$ cat config.mk
export PLATFORM = sky130hd
export DESIGN_NAME = sas_sequencer
export DESIGN_NICKNAME = d
export VERILOG_FILES = /design/src/sas_tick_gen.v /design/src/sas_sequencer.v
export VERILOG_INCLUDE_DIRS = /design/src
export SDC_FILE = /design/constraint.sdc
export NUM_CORES = 1
export LEC_CHECK = 0
export BUFFER_PORTS_ARGS = -buffer_cell sky130_fd_sc_hd__clkbuf_2
export CAP_MARGIN = 15
export CORE_MARGIN = 4
export CORE_UTILIZATION = 40
export CTS_BUF_LIST = sky130_fd_sc_hd__clkbuf_4 sky130_fd_sc_hd__clkbuf_8
export DETAILED_ROUTE_END_ITERATION = 12
export GPL_ROUTABILITY_DRIVEN = 0
export GPL_TIMING_DRIVEN = 0
export PLACE_DENSITY = 0.6
export SYNTH_ARGS = -nofsm -noshare
export SYNTH_HDL_FRONTEND = slang
export SYNTH_SLANG_ARGS = --single-unit
export TNS_END_PERCENT = 100
$ cat constraint.sdc
create_clock -name CLK -period 1.9 [get_ports CLK]
set_input_delay 0.095 -clock CLK [delete_from_list [all_inputs] [get_ports CLK]]
set_output_delay 0.095 -clock CLK [all_outputs]
set_load 0.01 [all_outputs]
$ cat src/sas_defs.vh
// Constants shared by the converter sequencer files.
// Assumes inclusion by bare name from the same folder.
`ifndef SAS_DEFS_VH
`define SAS_DEFS_VH

// ****************************************
// Result and field widths
// ****************************************
`define SAS_RES_W 10
`define SAS_CHS_W 3
`define SAS_CLK_W 3
`define SAS_RES_MSB 9

// ****************************************
// Conversion timing
// ****************************************
`define SAS_NUM_PERIODS 4'hB
`define SAS_CNT_ZERO 4'h0
`define SAS_DIV_ZERO 6'h00
`define SAS_RC_SEL 2'h3

// ****************************************
// Conversion clock selects and divider limits
// ****************************************
`define SAS_SEL_DIV2 3'h0
`define SAS_SEL_DIV4 3'h4
`define SAS_SEL_DIV8 3'h1
`define SAS_SEL_DIV16 3'h5
`define SAS_SEL_DIV32 3'h2
`define SAS_SEL_DIV64 3'h6
`define SAS_LIM_DIV2 6'h01
`define SAS_LIM_DIV4 6'h03
`define SAS_LIM_DIV8 6'h07
`define SAS_LIM_DIV16 6'h0F
`define SAS_LIM_DIV32 6'h1F
`define SAS_LIM_DIV64 6'h3F

// ****************************************
// Reset values
// ****************************************
`define SAS_RES_RESET 10'h000
`define SAS_BYTE_ZERO 8'h00
`define SAS_CHS_ZERO 3'h0
`define SAS_PAD_ZERO 6'h00

`endif

$ cat src/sas_tick_gen.v
// Bit-period tick generator for the converter sequencer.
// Assumes one system clock; the internal RC clock arrives as a pin.
`timescale 1ns/1ps
`default_nettype none

`include "sas_defs.vh"

module sas_tick_gen
(
    // Clock and reset
    input wire clk,
    input wire nrst,
    // Control
    input wire run,
    input wire [2:0] clk_sel,
    input wire rc_clk_pin,
    // Tick out
    output reg tick
);

    reg [5:0] div_reg;
    reg [5:0] div_next;
    reg rc_meta_reg;
    reg rc_sync_reg;
    reg rc_last_reg;
    reg [5:0] limit;
    wire rc_mode;

    assign rc_mode = (clk_sel[1:0] == `SAS_RC_SEL);

    // Divider limit from select: 000/2 100/4 001/8 101/16 010/32 110/64
    always @*
    begin
        case (clk_sel)
            `SAS_SEL_DIV2: limit = `SAS_LIM_DIV2;
            `SAS_SEL_DIV4: limit = `SAS_LIM_DIV4;
            `SAS_SEL_DIV8: limit = `SAS_LIM_DIV8;
            `SAS_SEL_DIV16: limit = `SAS_LIM_DIV16;
            `SAS_SEL_DIV32: limit = `SAS_LIM_DIV32;
            `SAS_SEL_DIV64: limit = `SAS_LIM_DIV64;
            default: limit = `SAS_LIM_DIV2;
        endcase
    end

    // Divider next value, restarts each conversion
    always @*
    begin
        if (!run || div_reg == limit)
            div_next = `SAS_DIV_ZERO;
        else
            div_next = div_reg + 6'h01;
    end

    // Divider and RC synchroniser
    always @(posedge clk)
    begin
        if (!nrst)
        begin
            div_reg <= `SAS_DIV_ZERO;
            rc_meta_reg <= 1'b0;
            rc_sync_reg <= 1'b0;
            rc_last_reg <= 1'b0;
            tick <= 1'b0;
        end
        else
        begin
            div_reg <= div_next;
            rc_meta_reg <= rc_clk_pin;
            rc_sync_reg <= rc_meta_reg;
            rc_last_reg <= rc_sync_reg;
            // RC period is independent of the system divider
            if (rc_mode)
                tick <= run && rc_sync_reg && !rc_last_reg;
            else
                tick <= run && (div_reg == limit);
        end
    end

endmodule // sas_tick_gen

`default_nettype wire

$ cat src/sas_sequencer.v
// Successive-approximation converter sequencer, top level.
// Assumes the analog core compares on COMP_IN when TRIAL is presented,
// and software drives the control ports on CLK.
// Behaviour
// - Ten-bit approximation result stored at completion
// - Route one selected channel to hold
// - Reference bit picks supply or pin
// - Clock select chooses divider or RC
// - One sampling period, then one bit per period; eleven periods
// - Divided clocks follow system; RC independent
// - Done flag set at every completion
// - Done flag holds until software clears
// - Interrupt needs done flag and enable
// - Enabled completion in Sleep wakes device
// - Wake runs next instruction, vector if global
// - Justify bit selects left or right
// - Result registers read-only to software
`timescale 1ns/1ps
`default_nettype none

`include "sas_defs.vh"

module sas_sequencer
(
    // Clock and reset
    input wire CLK,
    input wire NRST,
    // Control from software
    input wire GO_SET,
    input wire [2:0] CHANNEL_SELECT,
    input wire POSITIVE_REFERENCE_SELECT,
    input wire [2:0] CONVERSION_CLOCK_SELECT,
    input wire RESULT_JUSTIFY_SELECT,
    input wire DONE_FLAG_CLEAR,
    input wire DONE_IRQ_ENABLE,
    input wire GLOBAL_IRQ_ENABLE,
    input wire SLEEPING,
    // Analog core side
    input wire COMP_IN,
    input wire INTERNAL_RC_CONV_CLOCK,
    // Analog core controls
    output reg [2:0] MUX_SELECT,
    output reg HOLD_CONNECT,
    output reg REF_PIN_SELECT,
    output reg [9:0] TRIAL,
    // Status to software
    output reg GO_BUSY,
    output reg CONVERSION_DONE_FLAG,
    output reg IRQ_REQUEST,
    output reg WAKE_REQUEST,
    output reg VECTOR_AFTER_WAKE,
    output reg [7:0] RESULT_HIGH_BYTE,
    output reg [7:0] RESULT_LOW_BYTE
);

    // ****************************************
    // States
    // ****************************************
    localparam ST_IDLE = 2'b01;
    localparam ST_CONV = 2'b10;

    reg [1:0] state_reg;
    reg [1:0] state_next;
    reg [3:0] period_reg;
    reg [3:0] period_next;
    reg [9:0] sar_reg;
    reg [9:0] sar_next;
    reg [9:0] bit_reg;
    reg [9:0] bit_next;
    reg comp_sync_reg;
    reg finish;
    reg done_flag_next;
    wire tick;

    // ****************************************
    // Functions
    // ****************************************

    // State decode shared by tick enable, hold switch and busy
    function in_conversion;
        input [1:0] state_code;
        begin
            in_conversion = (state_code == ST_CONV);
        end
    endfunction

    // Place the result left or right across the two bytes
    function [15:0] place_result;
        input right_just;
        input [9:0] value;
        begin
            if (right_just)
                place_result = {`SAS_PAD_ZERO, value};
            else
                place_result = {value, `SAS_PAD_ZERO};
        end
    endfunction

    // A completion request needs the flag and its enable
    function gate_request;
        input flag_value;
        input enable;
        begin
            gate_request = flag_value && enable;
        end
    endfunction

    // ****************************************
    // Bit-period tick
    // ****************************************
    sas_tick_gen u_tick
    (
        .clk(CLK),
        .nrst(NRST),
        .run(in_conversion(state_reg)),
        .clk_sel(CONVERSION_CLOCK_SELECT),
        .rc_clk_pin(INTERNAL_RC_CONV_CLOCK),
        .tick(tick)
    );

    // ****************************************
    // Comparator sample
    // ****************************************

    // The comparator answers TRIAL, which is launched on CLK, so one
    // stage suffices; a two-stage synchroniser would decide on the
    // previous trial code at the divide-by-two bit period.
    always @(posedge CLK)
    begin
        if (!NRST)
            comp_sync_reg <= 1'b0;
        else
            comp_sync_reg <= COMP_IN;
    end

    // ****************************************
    // Sequencer next state
    // ****************************************
    always @*
    begin
        state_next = state_reg;
        period_next = period_reg;
        sar_next = sar_reg;
        bit_next = bit_reg;
        finish = 1'b0;
        case (state_reg)
            ST_IDLE:
            begin
                if (GO_SET)
                begin
                    state_next = ST_CONV;
                    period_next = `SAS_CNT_ZERO;
                    sar_next = `SAS_RES_RESET;
                    bit_next = {1'b1, 9'h000};
                end
            end
            ST_CONV:
            begin
                if (tick)
                begin
                    period_next = period_reg + 4'h1;
                    // First period samples; then one bit each
                    if (period_reg != `SAS_CNT_ZERO)
                    begin
                        if (comp_sync_reg)
                            sar_next = sar_reg | bit_reg;
                        bit_next = bit_reg >> 1;
                    end
                    if (period_next == `SAS_NUM_PERIODS)
                    begin
                        finish = 1'b1;
                        state_next = ST_IDLE;
                    end
                end
            end
            default:
            begin
                state_next = ST_IDLE;
            end
        endcase
    end

    // ****************************************
    // Registers and outputs
    // ****************************************

    // Done flag as it stands after this edge; set wins over clear
    always @*
    begin
        if (finish)
            done_flag_next = 1'b1;
        else if (DONE_FLAG_CLEAR)
            done_flag_next = 1'b0;
        else
            done_flag_next = CONVERSION_DONE_FLAG;
    end

    // ****************************************
    // Sequencer registers
    // ****************************************

    // State, period count, approximation and trial bit
    always @(posedge CLK)
    begin
        if (!NRST)
        begin
            state_reg <= ST_IDLE;
            period_reg <= `SAS_CNT_ZERO;
            sar_reg <= `SAS_RES_RESET;
            bit_reg <= `SAS_RES_RESET;
        end
        else
        begin
            state_reg <= state_next;
            period_reg <= period_next;
            sar_reg <= sar_next;
            bit_reg <= bit_next;
        end
    end

    // ****************************************
    // Analog core controls
    // ****************************************

    // Channel, reference, trial code and hold switch
    always @(posedge CLK)
    begin
        if (!NRST)
        begin
            MUX_SELECT <= `SAS_CHS_ZERO;
            HOLD_CONNECT <= 1'b1;
            REF_PIN_SELECT <= 1'b0;
            TRIAL <= `SAS_RES_RESET;
        end
        else
        begin
            MUX_SELECT <= CHANNEL_SELECT;
            REF_PIN_SELECT <= POSITIVE_REFERENCE_SELECT;
            TRIAL <= sar_next | bit_next;
            // Hold opens after the sampling period, recloses at end
            if (finish)
                HOLD_CONNECT <= 1'b1;
            else if (in_conversion(state_reg) && tick)
                HOLD_CONNECT <= 1'b0;
        end
    end

    // ****************************************
    // Status to software
    // ****************************************

    // Busy, done flag and the requests that follow the flag
    always @(posedge CLK)
    begin
        if (!NRST)
        begin
            GO_BUSY <= 1'b0;
            CONVERSION_DONE_FLAG <= 1'b0;
            IRQ_REQUEST <= 1'b0;
            WAKE_REQUEST <= 1'b0;
            VECTOR_AFTER_WAKE <= 1'b0;
        end
        else
        begin
            GO_BUSY <= in_conversion(state_next);
            CONVERSION_DONE_FLAG <= done_flag_next;
            // Requests follow the flag as it stands, so a clear drops them
            IRQ_REQUEST <= gate_request(done_flag_next,
                DONE_IRQ_ENABLE);
            WAKE_REQUEST <= SLEEPING
                && gate_request(done_flag_next, DONE_IRQ_ENABLE);
            VECTOR_AFTER_WAKE <= SLEEPING && GLOBAL_IRQ_ENABLE
                && gate_request(done_flag_next, DONE_IRQ_ENABLE);
        end
    end

    // ****************************************
    // Result bytes
    // ****************************************

    // Only path that changes result bytes
    always @(posedge CLK)
    begin
        if (!NRST)
        begin
            RESULT_HIGH_BYTE <= `SAS_BYTE_ZERO;
            RESULT_LOW_BYTE <= `SAS_BYTE_ZERO;
        end
        else if (finish)
        begin
            {RESULT_HIGH_BYTE, RESULT_LOW_BYTE} <=
                place_result(RESULT_JUSTIFY_SELECT, sar_next);
        end
    end

endmodule // sas_sequencer

`default_nettype wire

---- Word-level counts from Yosys, hierarchy flattened ----
Cells that the tools add are included.
word-level totals
  output and inout port bits .............. 36
  logic and storage cells ................. 79
  bits of input ports ..................... 17
  flip-flop bits (word level) ............. 73
operators by class
  bitwise logic cells ..................... 3
  reductions and logical operators ........ 16
  muxes and demuxes ....................... 24
  eq/ne operators ......................... 13
  add/sub/neg operators ................... 2
operator list
  cell                                                                    number
  10-bit two-way mux                                                      7
  10-bit case mux with 2 select lines                                     2
  6-bit case mux with 5 select lines                                      1
  10-bit OR                                                               2
  16-bit two-way mux                                                      1
  3-bit equality test (second input constant)                             3
  1-bit logical AND                                                       8
  4-bit two-way mux                                                       2
  4-bit case mux with 2 select lines                                      1
  6-bit by 1-bit adder with 6-bit output (second input constant)          1
  2-bit equality test (second input constant)                             3
  6-bit equality test                                                     1
  1-bit two-way mux                                                       6
  2-bit two-way mux                                                       3
  4-bit by 1-bit adder with 4-bit output (second input constant)          1
  4-bit equality test (second input constant)                             1
  2-bit inequality test (second input constant)                           2
  2-bit case mux with 2 select lines                                      1
  4-bit nonzero test                                                      1
  2-bit OR reduction                                                      2
  3-bit by 1-bit equality test with 1-bit output (second input constant)  1
  3-bit by 2-bit equality test with 1-bit output (second input constant)  1
  3-bit AND reduction                                                     1
  2-bit by 1-bit equality test with 1-bit output (second input constant)  1
  other kinds (4)                                                         5

---- Depth between registers and ports, before layout ----
Gate-level depths: netlist of run 1.
  depth after elaboration ................. 8
  mapped depth ............................ 9
  mapped depth without buffers ............ 6

---- Modules after synthesis ----
Synthesis of run 1 repeated with hierarchy kept, for this count alone.
second synthesis, totals
  cell total of the unflattened synthesis .. 293
  area total of the unflattened synthesis .. 2941.6 um^2
by module, submodules not included
  module         instances  cells each  area each (um^2)  sequential area each (um^2)
  sas_sequencer  1          245         2446.1            1261.2
  sas_tick_gen   1          48          495.5             200.2

---- Least setup slack after synthesis of run 1 ----
Ideal clock, no wire load.
  path kind ............................... flip-flop to flip-flop
  start ................................... register period_reg[0]
  end ..................................... register TRIAL[8]
  arrival time ............................ 1.801 ns
  period minus slack after synthesis ...... 1.923 ns
  cell stages (with the launch flop) ...... 9
  path slack .............................. -0.023 ns
  path buffers ............................ 2
  setup time .............................. 0.122 ns
  data required time ...................... 1.778 ns
  cells stage by stage .................... dfxtp_1 -> inv_1 -> ha_1 -> or3b_4 -> a21boi_1 -> o31a_1 -> buf_2 -> buf_4 -> a221o_1
on the way
  word-level cells in the longest chain between the ends .. 5
  elaborated cells between the ends (all ways) .. 8
  classes of those cells .................. 6 x mux; 1 x bitwise; 1 x reduce/logical
RTL lines
  item                                     RTL line             RTL
  start, declared                          sas_sequencer.v:64   reg [3:0] period_reg;
  start signal, assigned                   sas_sequencer.v:208  period_reg <= `SAS_CNT_ZERO;
  start signal, assigned                   sas_sequencer.v:215  period_reg <= period_next;
  4-bit nonzero test (no source line) (*)  -
  10-bit two-way mux                       sas_sequencer.v:163  if (period_reg != `SAS_CNT_ZERO)
  10-bit two-way mux                       sas_sequencer.v:159  if (tick)
  10-bit case mux with 2 select lines      sas_sequencer.v:146  case (state_reg)
  10-bit OR (*)                            sas_sequencer.v:239  TRIAL <= sar_next | bit_next;
  end signal, assigned                     sas_sequencer.v:233  TRIAL <= `SAS_RES_RESET;
  end signal, assigned                     sas_sequencer.v:239
  end, declared                            sas_sequencer.v:45   output reg [9:0] TRIAL,
Every way passes the cells marked *; elsewhere a longest branch is shown, timed or not.
A chain may end at the register's enable or synchronous reset.

---- Worst setup path after layout of run 1 ----
  start ................................... register period_reg[0]
  end ..................................... register RESULT_HIGH_BYTE[1]
on the way
  word-level cells in the longest chain between the ends .. 5
  elaborated cells between the ends (all ways) .. 10
  classes of those cells .................. 1 x add/sub; 1 x eq/ne; 7 x mux; 1 x reduce/logical
RTL lines
  item                                                                          RTL line                                  RTL
  4-bit by 1-bit adder with 4-bit output or 4-bit nonzero test (tied branches)  -
  4-bit equality test (no source line) or 10-bit two-way mux (tied branches)    -
  1-bit two-way mux or 10-bit two-way mux (tied branches)                       sas_sequencer.v:169, sas_sequencer.v:159
  1-bit two-way mux or 10-bit case mux with 2 select lines (tied branches)      sas_sequencer.v:159, sas_sequencer.v:146
  1-bit two-way mux or 16-bit two-way mux (tied branches)                       sas_sequencer.v:146, sas_sequencer.v:92
  end signal, assigned                                                          sas_sequencer.v:286                       RESULT_HIGH_BYTE <= `SAS_BYTE_ZERO;
  end signal, assigned                                                          sas_sequencer.v:291                       {RESULT_HIGH_BYTE, RESULT_LOW_BYTE} <=
  end, declared                                                                 sas_sequencer.v:52                        output reg [7:0] RESULT_HIGH_BYTE,
Parallel ways exist; a longest one is shown, timed or not.

==> out/results.ini, run 1 <==
[status]
outcome = completed

[flow_run]
drv_cap = 0

[grt]
grt_pass1_wl_um = 11500
grt-ovfl-total = 0
grt_max_degree = 14
grt_use_total = 0.165
grt_pass1_vias = 2360
antenna_found_initial = 0

[hold_path]
min_path_type = input pin to register
whs_path_depth = 2

[power]
power.leakage_nw = 1.62
power.density_nw_per_um2 = 950
peakVddDrop_v = 0.000745

[routing]
via_per_inst = 5.43
vias = 2611
drc = 0
routed_wl_um = 7550
drtIter0Drc = 192
first_pass_iters = 4
ant_nets = 0
routedWlPerCell_um = 15.7

[worst_setup_path]
critPathMaxFanout = 5
worstPathArrival_ps = 2120
reg2reg_setup_slack_ps = 20
cp-end-kind = register
startpoint_type = register
crit_required_ps = 2140
crit_type = register to register
reg2regPathDepth = 7

[placement]
port_buffers = 51
hpwl_um = 5020
pre_cts_ws_ps = -283
dpl_cell_area_um2 = 3380
place_inst = 452

[die]
io_pins = 53
dieArea_um2 = 8950
start_util = 0.413
die_w_um = 94.6
core-area_um2 = 7250
die_h_um = 94.6
rows = 31

[logic_synthesis]
ys_async_sr_fraction = 0
ys_seq_area_frac = 0.487
syn_inst = 302
synth.top_cell.area_share = 0.487
netlist_area_um2 = 3000
synth_edf_count = 0
synth_most_common_cell = dfxtp_1
avgSynthCellArea_um2 = 9.93
synth_common_cells = 73 x dfxtp_1, 23 x a21oi_1, 15 x nand2_1
syn_nets = 330
synth_cell_types = 55
yosys_warnings = 0
synth_area_leaders = dfxtp_1 49%, ha_1 4.6%, a21oi_1 3.8%, a221o_1 3.3%, a22o_1 2.9%
synth.largest_area_cell = dfxtp_1
ys.flop_type = dfxtp_1
ys_ff_latch = 73

[clock_tree]
path_clk_slew_ps = 80
numCtsBuffers = 9
clock_path_buffers = 2
clkSinkCount = 73
cts-root-buf = clkbuf_8
clock_latency_ps = 350
cts_max_level = 3
tritoncts = done

[timing]
period_share = 0.988
fin_ws_ps = 23.1
fmax_mhz = 533
finalSetupViolations = 0
finalHoldViolations = 0
period_needed_ps = 1880
rsz0062_at_grt = true
timing.slew.headroom = 0.614
finalMaxSlewViolations = 0
fin_skew_ps = 6.36
tightest_slew_ps = 574

[layout]
fin_nets = 405
fin_cells = 481
layout-drive-gt1-share = 0.356
fillers = 634
antenna_cells = 0
area_growth_pct = 32.7
fin_area_um2 = 3980

## power by group
group / leakage (nW) / internal (W) / switching (W) / total, W
combinational: 0.915 / 0.000322 / 0.000489 / 0.000811
sequential: 0.592 / 0.00158 / 0.0000377 / 0.00161
clock: 0.110 / 0.000759 / 0.000598 / 0.00136
## stage by stage
stage | setup TNS, ps | utilization | total power [W] | hold WS [ps]
after CTS | 0 | 0.521 | 0.00366 | 9.36
after detailed placement | -6280 | 0.466 | 0.00221 | 306
final | 0 | 0.549 | 0.00378 | 12.4
after global routing | -46.3 | 0.549 | 0.00394 | 18.0
after floorplan | 0 | - | 0.00205 | 217
after global placement | -5490 | 0.466 | 0.00221 | 300
## cell usage in the layout, fill, tap and decap left out, types with 4 or more instances in the layout
master,n
o21ai_0,5
nand4_1,6
a21oi_2,6
o21ai_2,4
nor3_1,6
a21oi_1,17
clkbuf_1,5
inv_1,9
ha_1,7
nand3_2,5
nand3_1,8
and3_1,7
buf_6,6
xnor2_1,4
dlygate4sd3_1,8
clkbuf_4,4
ha_4,4
dfxtp_1,70
a221o_1,10
clkbuf_2,52
and2_1,11
a22o_1,10
buf_4,8
nor2_1,7
nand2_1,14
clkbuf_8,9
a31o_2,5
a32o_1,6
## path summary, 6_finish.rpt
check	start	endpoint
setup / recovery	period_reg[0]	RESULT_HIGH_BYTE[1]
hold / removal	GLOBAL_IRQ_ENABLE	VECTOR_AFTER_WAKE
setup reg to reg	period_reg[0]	RESULT_HIGH_BYTE[1]
hold reg to reg	u_tick.rc_meta_reg	u_tick.rc_sync_reg
## critical path: stages, from the launching register on
cell	delay (ps)
dfxtp_4	380
inv_6	80
ha_4	120
or3b_4	390
buf_6	130
and2_4	130
a221o_1	330
a41o_1	220
## layer usage
metal  vias up  routed length (µm)  GRT usage
li1       1283                   -          -
met3         9                 504     0.0653
met2        81                3530      0.253
met4         0                 103     0.0505
met5         -                   0          0
met1      1238                3410      0.213
## layout make-up
cell class / instances / area [µm²] / area share
Timing Repair Buffer: 66 / 395 / 0.0993
Buffer: 16 / 114 / 0.0286
Clock inverter: 6 / 90.1 / 0.0226
Clock buffer: 10 / 131 / 0.0330
Sequential cell: 73 / 1470 / 0.369
Multi-Input combinational cell: 199 / 1610 / 0.403
Tap cell: 99 / 124 / 0.0311
Inverter: 12 / 50.0 / 0.0126
## what timing repair did
item                                    in CTS  in global routing
pin swaps                                    2                  4
resized for setup                           32                 42
hold endpoints to repair                     8                  0
setup buffers                                4                  3
hold buffers                                 8                  0
endpoints found under the setup margin      41                 28
gates cloned                                 0                  1
## logic make-up after synthesis
family                   share of synthesized area
AO/OA/AOI/OAI                                0.227
AND/OR/NAND/NOR                              0.173
flip-flops                                   0.487
buffers and inverters                       0.0492
adder cells (fa/ha/maj)                     0.0459
XOR/XNOR                                    0.0175
Note: power is estimated with default switching activity, not from simulation.
==> run 2: changes to the inputs <==
--- a/config.mk
+++ b/config.mk
@@ -8,13 +8,15 @@
 export LEC_CHECK = 0
 export BUFFER_PORTS_ARGS = -buffer_cell sky130_fd_sc_hd__clkbuf_2
 export CAP_MARGIN = 15
+export CELL_PAD_IN_SITES_DETAIL_PLACEMENT = 1
+export CELL_PAD_IN_SITES_GLOBAL_PLACEMENT = 2
 export CORE_MARGIN = 4
-export CORE_UTILIZATION = 40
+export CORE_UTILIZATION = 32
 export CTS_BUF_LIST = sky130_fd_sc_hd__clkbuf_4 sky130_fd_sc_hd__clkbuf_8
 export DETAILED_ROUTE_END_ITERATION = 12
 export GPL_ROUTABILITY_DRIVEN = 0
 export GPL_TIMING_DRIVEN = 0
-export PLACE_DENSITY = 0.6
+export PLACE_DENSITY = 0.74
 export SYNTH_ARGS = -nofsm -noshare
 export SYNTH_HDL_FRONTEND = slang
 export SYNTH_SLANG_ARGS = --single-unit
==> run 2 against run 1 <==
The run now ends with setup timing left. Critical endpoint unchanged. Worst hold slack improved by 11 ps. Clock skew is essentially flat. Critical path depth is the same.
==> out/results.ini, run 2 (synthesized netlist as in run 1, its figures left out) <==
[routing]
routed_wl_um = 8770  ; +16%
drtIter0Drc = 105  ; -45%
via_per_inst = 5.34  ; -1.6%
ant_nets = 0  ; unchanged
first_pass_iters = 4  ; unchanged
routedWlPerCell_um = 17.7  ; +13%
vias = 2654  ; +1.6%
drc = 0  ; unchanged

[worst_setup_path]
slowest_delay_ps = 390  ; about the same
startpoint_type = register
crit_required_ps = 2150  ; about the same
worstPathArrival_ps = 2170  ; +50 ps
crit_type = register to register
critPathMaxFanout = 4  ; -1
path_delay_family = compound AO/OA/AOI/OAI gates
cp-end-kind = register
crit_chain = inv_4, ha_1, or3b_4, buf_6, and2_4, a221o_1, a41o_1
path_buf_inv = 2  ; unchanged
cp_slowest_cell = or3b_4

[die]
rows = 35  ; +13%
start_util = 0.326  ; -0.0874
io_pins = 53  ; unchanged
die_w_um = 105  ; +11%
core-area_um2 = 9200  ; +27%
dieArea_um2 = 11000  ; +23%
die_h_um = 105  ; +11%

[clock_tree]
tritoncts = done
clock_latency_ps = 350  ; about the same
clock_path_buffers = 2  ; unchanged
cts_max_level = 3  ; unchanged
clkSinkCount = 73  ; unchanged
numCtsBuffers = 9  ; unchanged
cts-root-buf = clkbuf_8
path_clk_slew_ps = 80  ; about the same

[timing]
holdWs_ps = 23.4  ; +11.1 ps
period_share = 1.01  ; +0.0226
period_needed_ps = 1920  ; +43.0 ps
finalSetupViolations = 1  ; +1
tightest_slew_ps = 634  ; +60.2 ps
fin_ws_ps = -19.9  ; -43.0 ps
finalHoldViolations = 0  ; unchanged
fmax_mhz = 521  ; -2.2%
finalMaxSlewViolations = 0  ; unchanged
timing.slew.headroom = 0.574  ; -0.0405
fin_skew_ps = 6.61  ; +0.252 ps
rsz0062_at_grt = true

[grt]
grt_pass1_wl_um = 14100  ; +23%
grt_use_total = 0.160  ; -0.00431
antenna_found_initial = 0  ; unchanged
grt-ovfl-total = 0  ; unchanged
grt_pass1_vias = 2713  ; +15%
grt_max_degree = 13  ; -1

[power]
peakVddDrop_v = 0.000384  ; -48%
clockPowerShare = 0.352  ; -0.007
power.leakage_nw = 1.65  ; +1.8%
intPower_w = 0.00273  ; +2.8%
p_switching_w = 0.00118  ; +4.7%
p_seq_frac = 0.413  ; -0.014
pwr-share-comb = 0.235  ; +0.020
swShare = 0.301  ; +0.00391
power.density_nw_per_um2 = 958  ; +0.83%

[hold_path]
min_path_type = input pin to register

[layout]
antenna_cells = 0  ; unchanged
fin_cells = 497  ; +3.3%
layout-drive-gt1-share = 0.386  ; +0.0300
final_cell_mix = 69 x dfxtp_1, 52 x clkbuf_2, 15 x buf_4, 14 x nand2_1, 14 x a21oi_1
fin_nets = 409  ; +0.99%
final_common_cell = dfxtp_1
area_growth_pct = 36.0

[status]
outcome = finished, violations left
violations = setup timing

[placement]
hpwl_um = 5950  ; +19%
port_buffers = 51  ; unchanged
place_inst = 464  ; +2.7%

[flow_run]
drv_cap = 0  ; unchanged

==> run 2: timing repair <==
item / 4_1_cts / 5_1_grt
pin swaps: 5 / 8
buffers inserted: 4 / 7
hold buffers: 8 / 0
endpoints found under the setup margin: 45 / 37
gates cloned: 0 / 1
gates resized for setup: 39 / 44
endpoints found under the hold margin: 8 / 0
==> run 2: worst paths after layout <==
kind	from	to	slack, ps	cells after the start
worst max-delay path	period_reg[0]	RESULT_HIGH_BYTE[1]	-20	7
worst min-delay path	GLOBAL_IRQ_ENABLE	VECTOR_AFTER_WAKE	20	2
worst max register to register	period_reg[0]	RESULT_HIGH_BYTE[1]	-20	7
worst min register to register	u_tick.rc_meta_reg	u_tick.rc_sync_reg	440	1
==> run 2: per-stage QoR <==
stage | total power (W) | setup slack, ps | util | cell area (µm²) | setup TNS, ps
final | 0.00391 | -19.9 | 0.444 | 4080 | -19.9
after global routing | 0.00411 | -54.4 | 0.444 | 4080 | -548
after CTS | 0.00374 | -33.9 | 0.415 | 3810 | -122
after detailed placement | 0.00224 | -349 | 0.369 | 3390 | -7830
after global placement | 0.00223 | -329 | 0.369 | 3390 | -7310
after floorplan | 0.00205 | 12.4 | - | 3000 | 0
==> run 2: cell type report <==
cell class | count | area [µm²]
Fill cell | 1059 | 5120
Multi-Input combinational cell | 199 | 1640
Sequential cell | 73 | 1470
Timing Repair Buffer | 70 | 430
Clock buffer | 11 | 145
Tap cell | 111 | 139
Buffer | 16 | 123
Clock inverter | 5 | 78.8
Inverter | 12 | 47.5
==> run 2: power by group through the flow <==
stage	clock, W	combinational [W]	sequential (W)
3_5_place_dp	0	0.000594	0.00165
3_3_place_gp	0	0.000590	0.00165
6_report	0.00138	0.000917	0.00161
5_1_grt	0.00148	0.00100	0.00162
4_1_cts	0.00142	0.000710	0.00161
2_1_floorplan	0	0.000408	0.00165
==> run 2: per-layer routing <==
layer / part of all wire / GRT usage
met1: 0.47 / 0.221
met2: 0.46 / 0.242
met3: 0.053 / 0.0506
met4: 0.015 / 0.0422
met5: 0 / 0
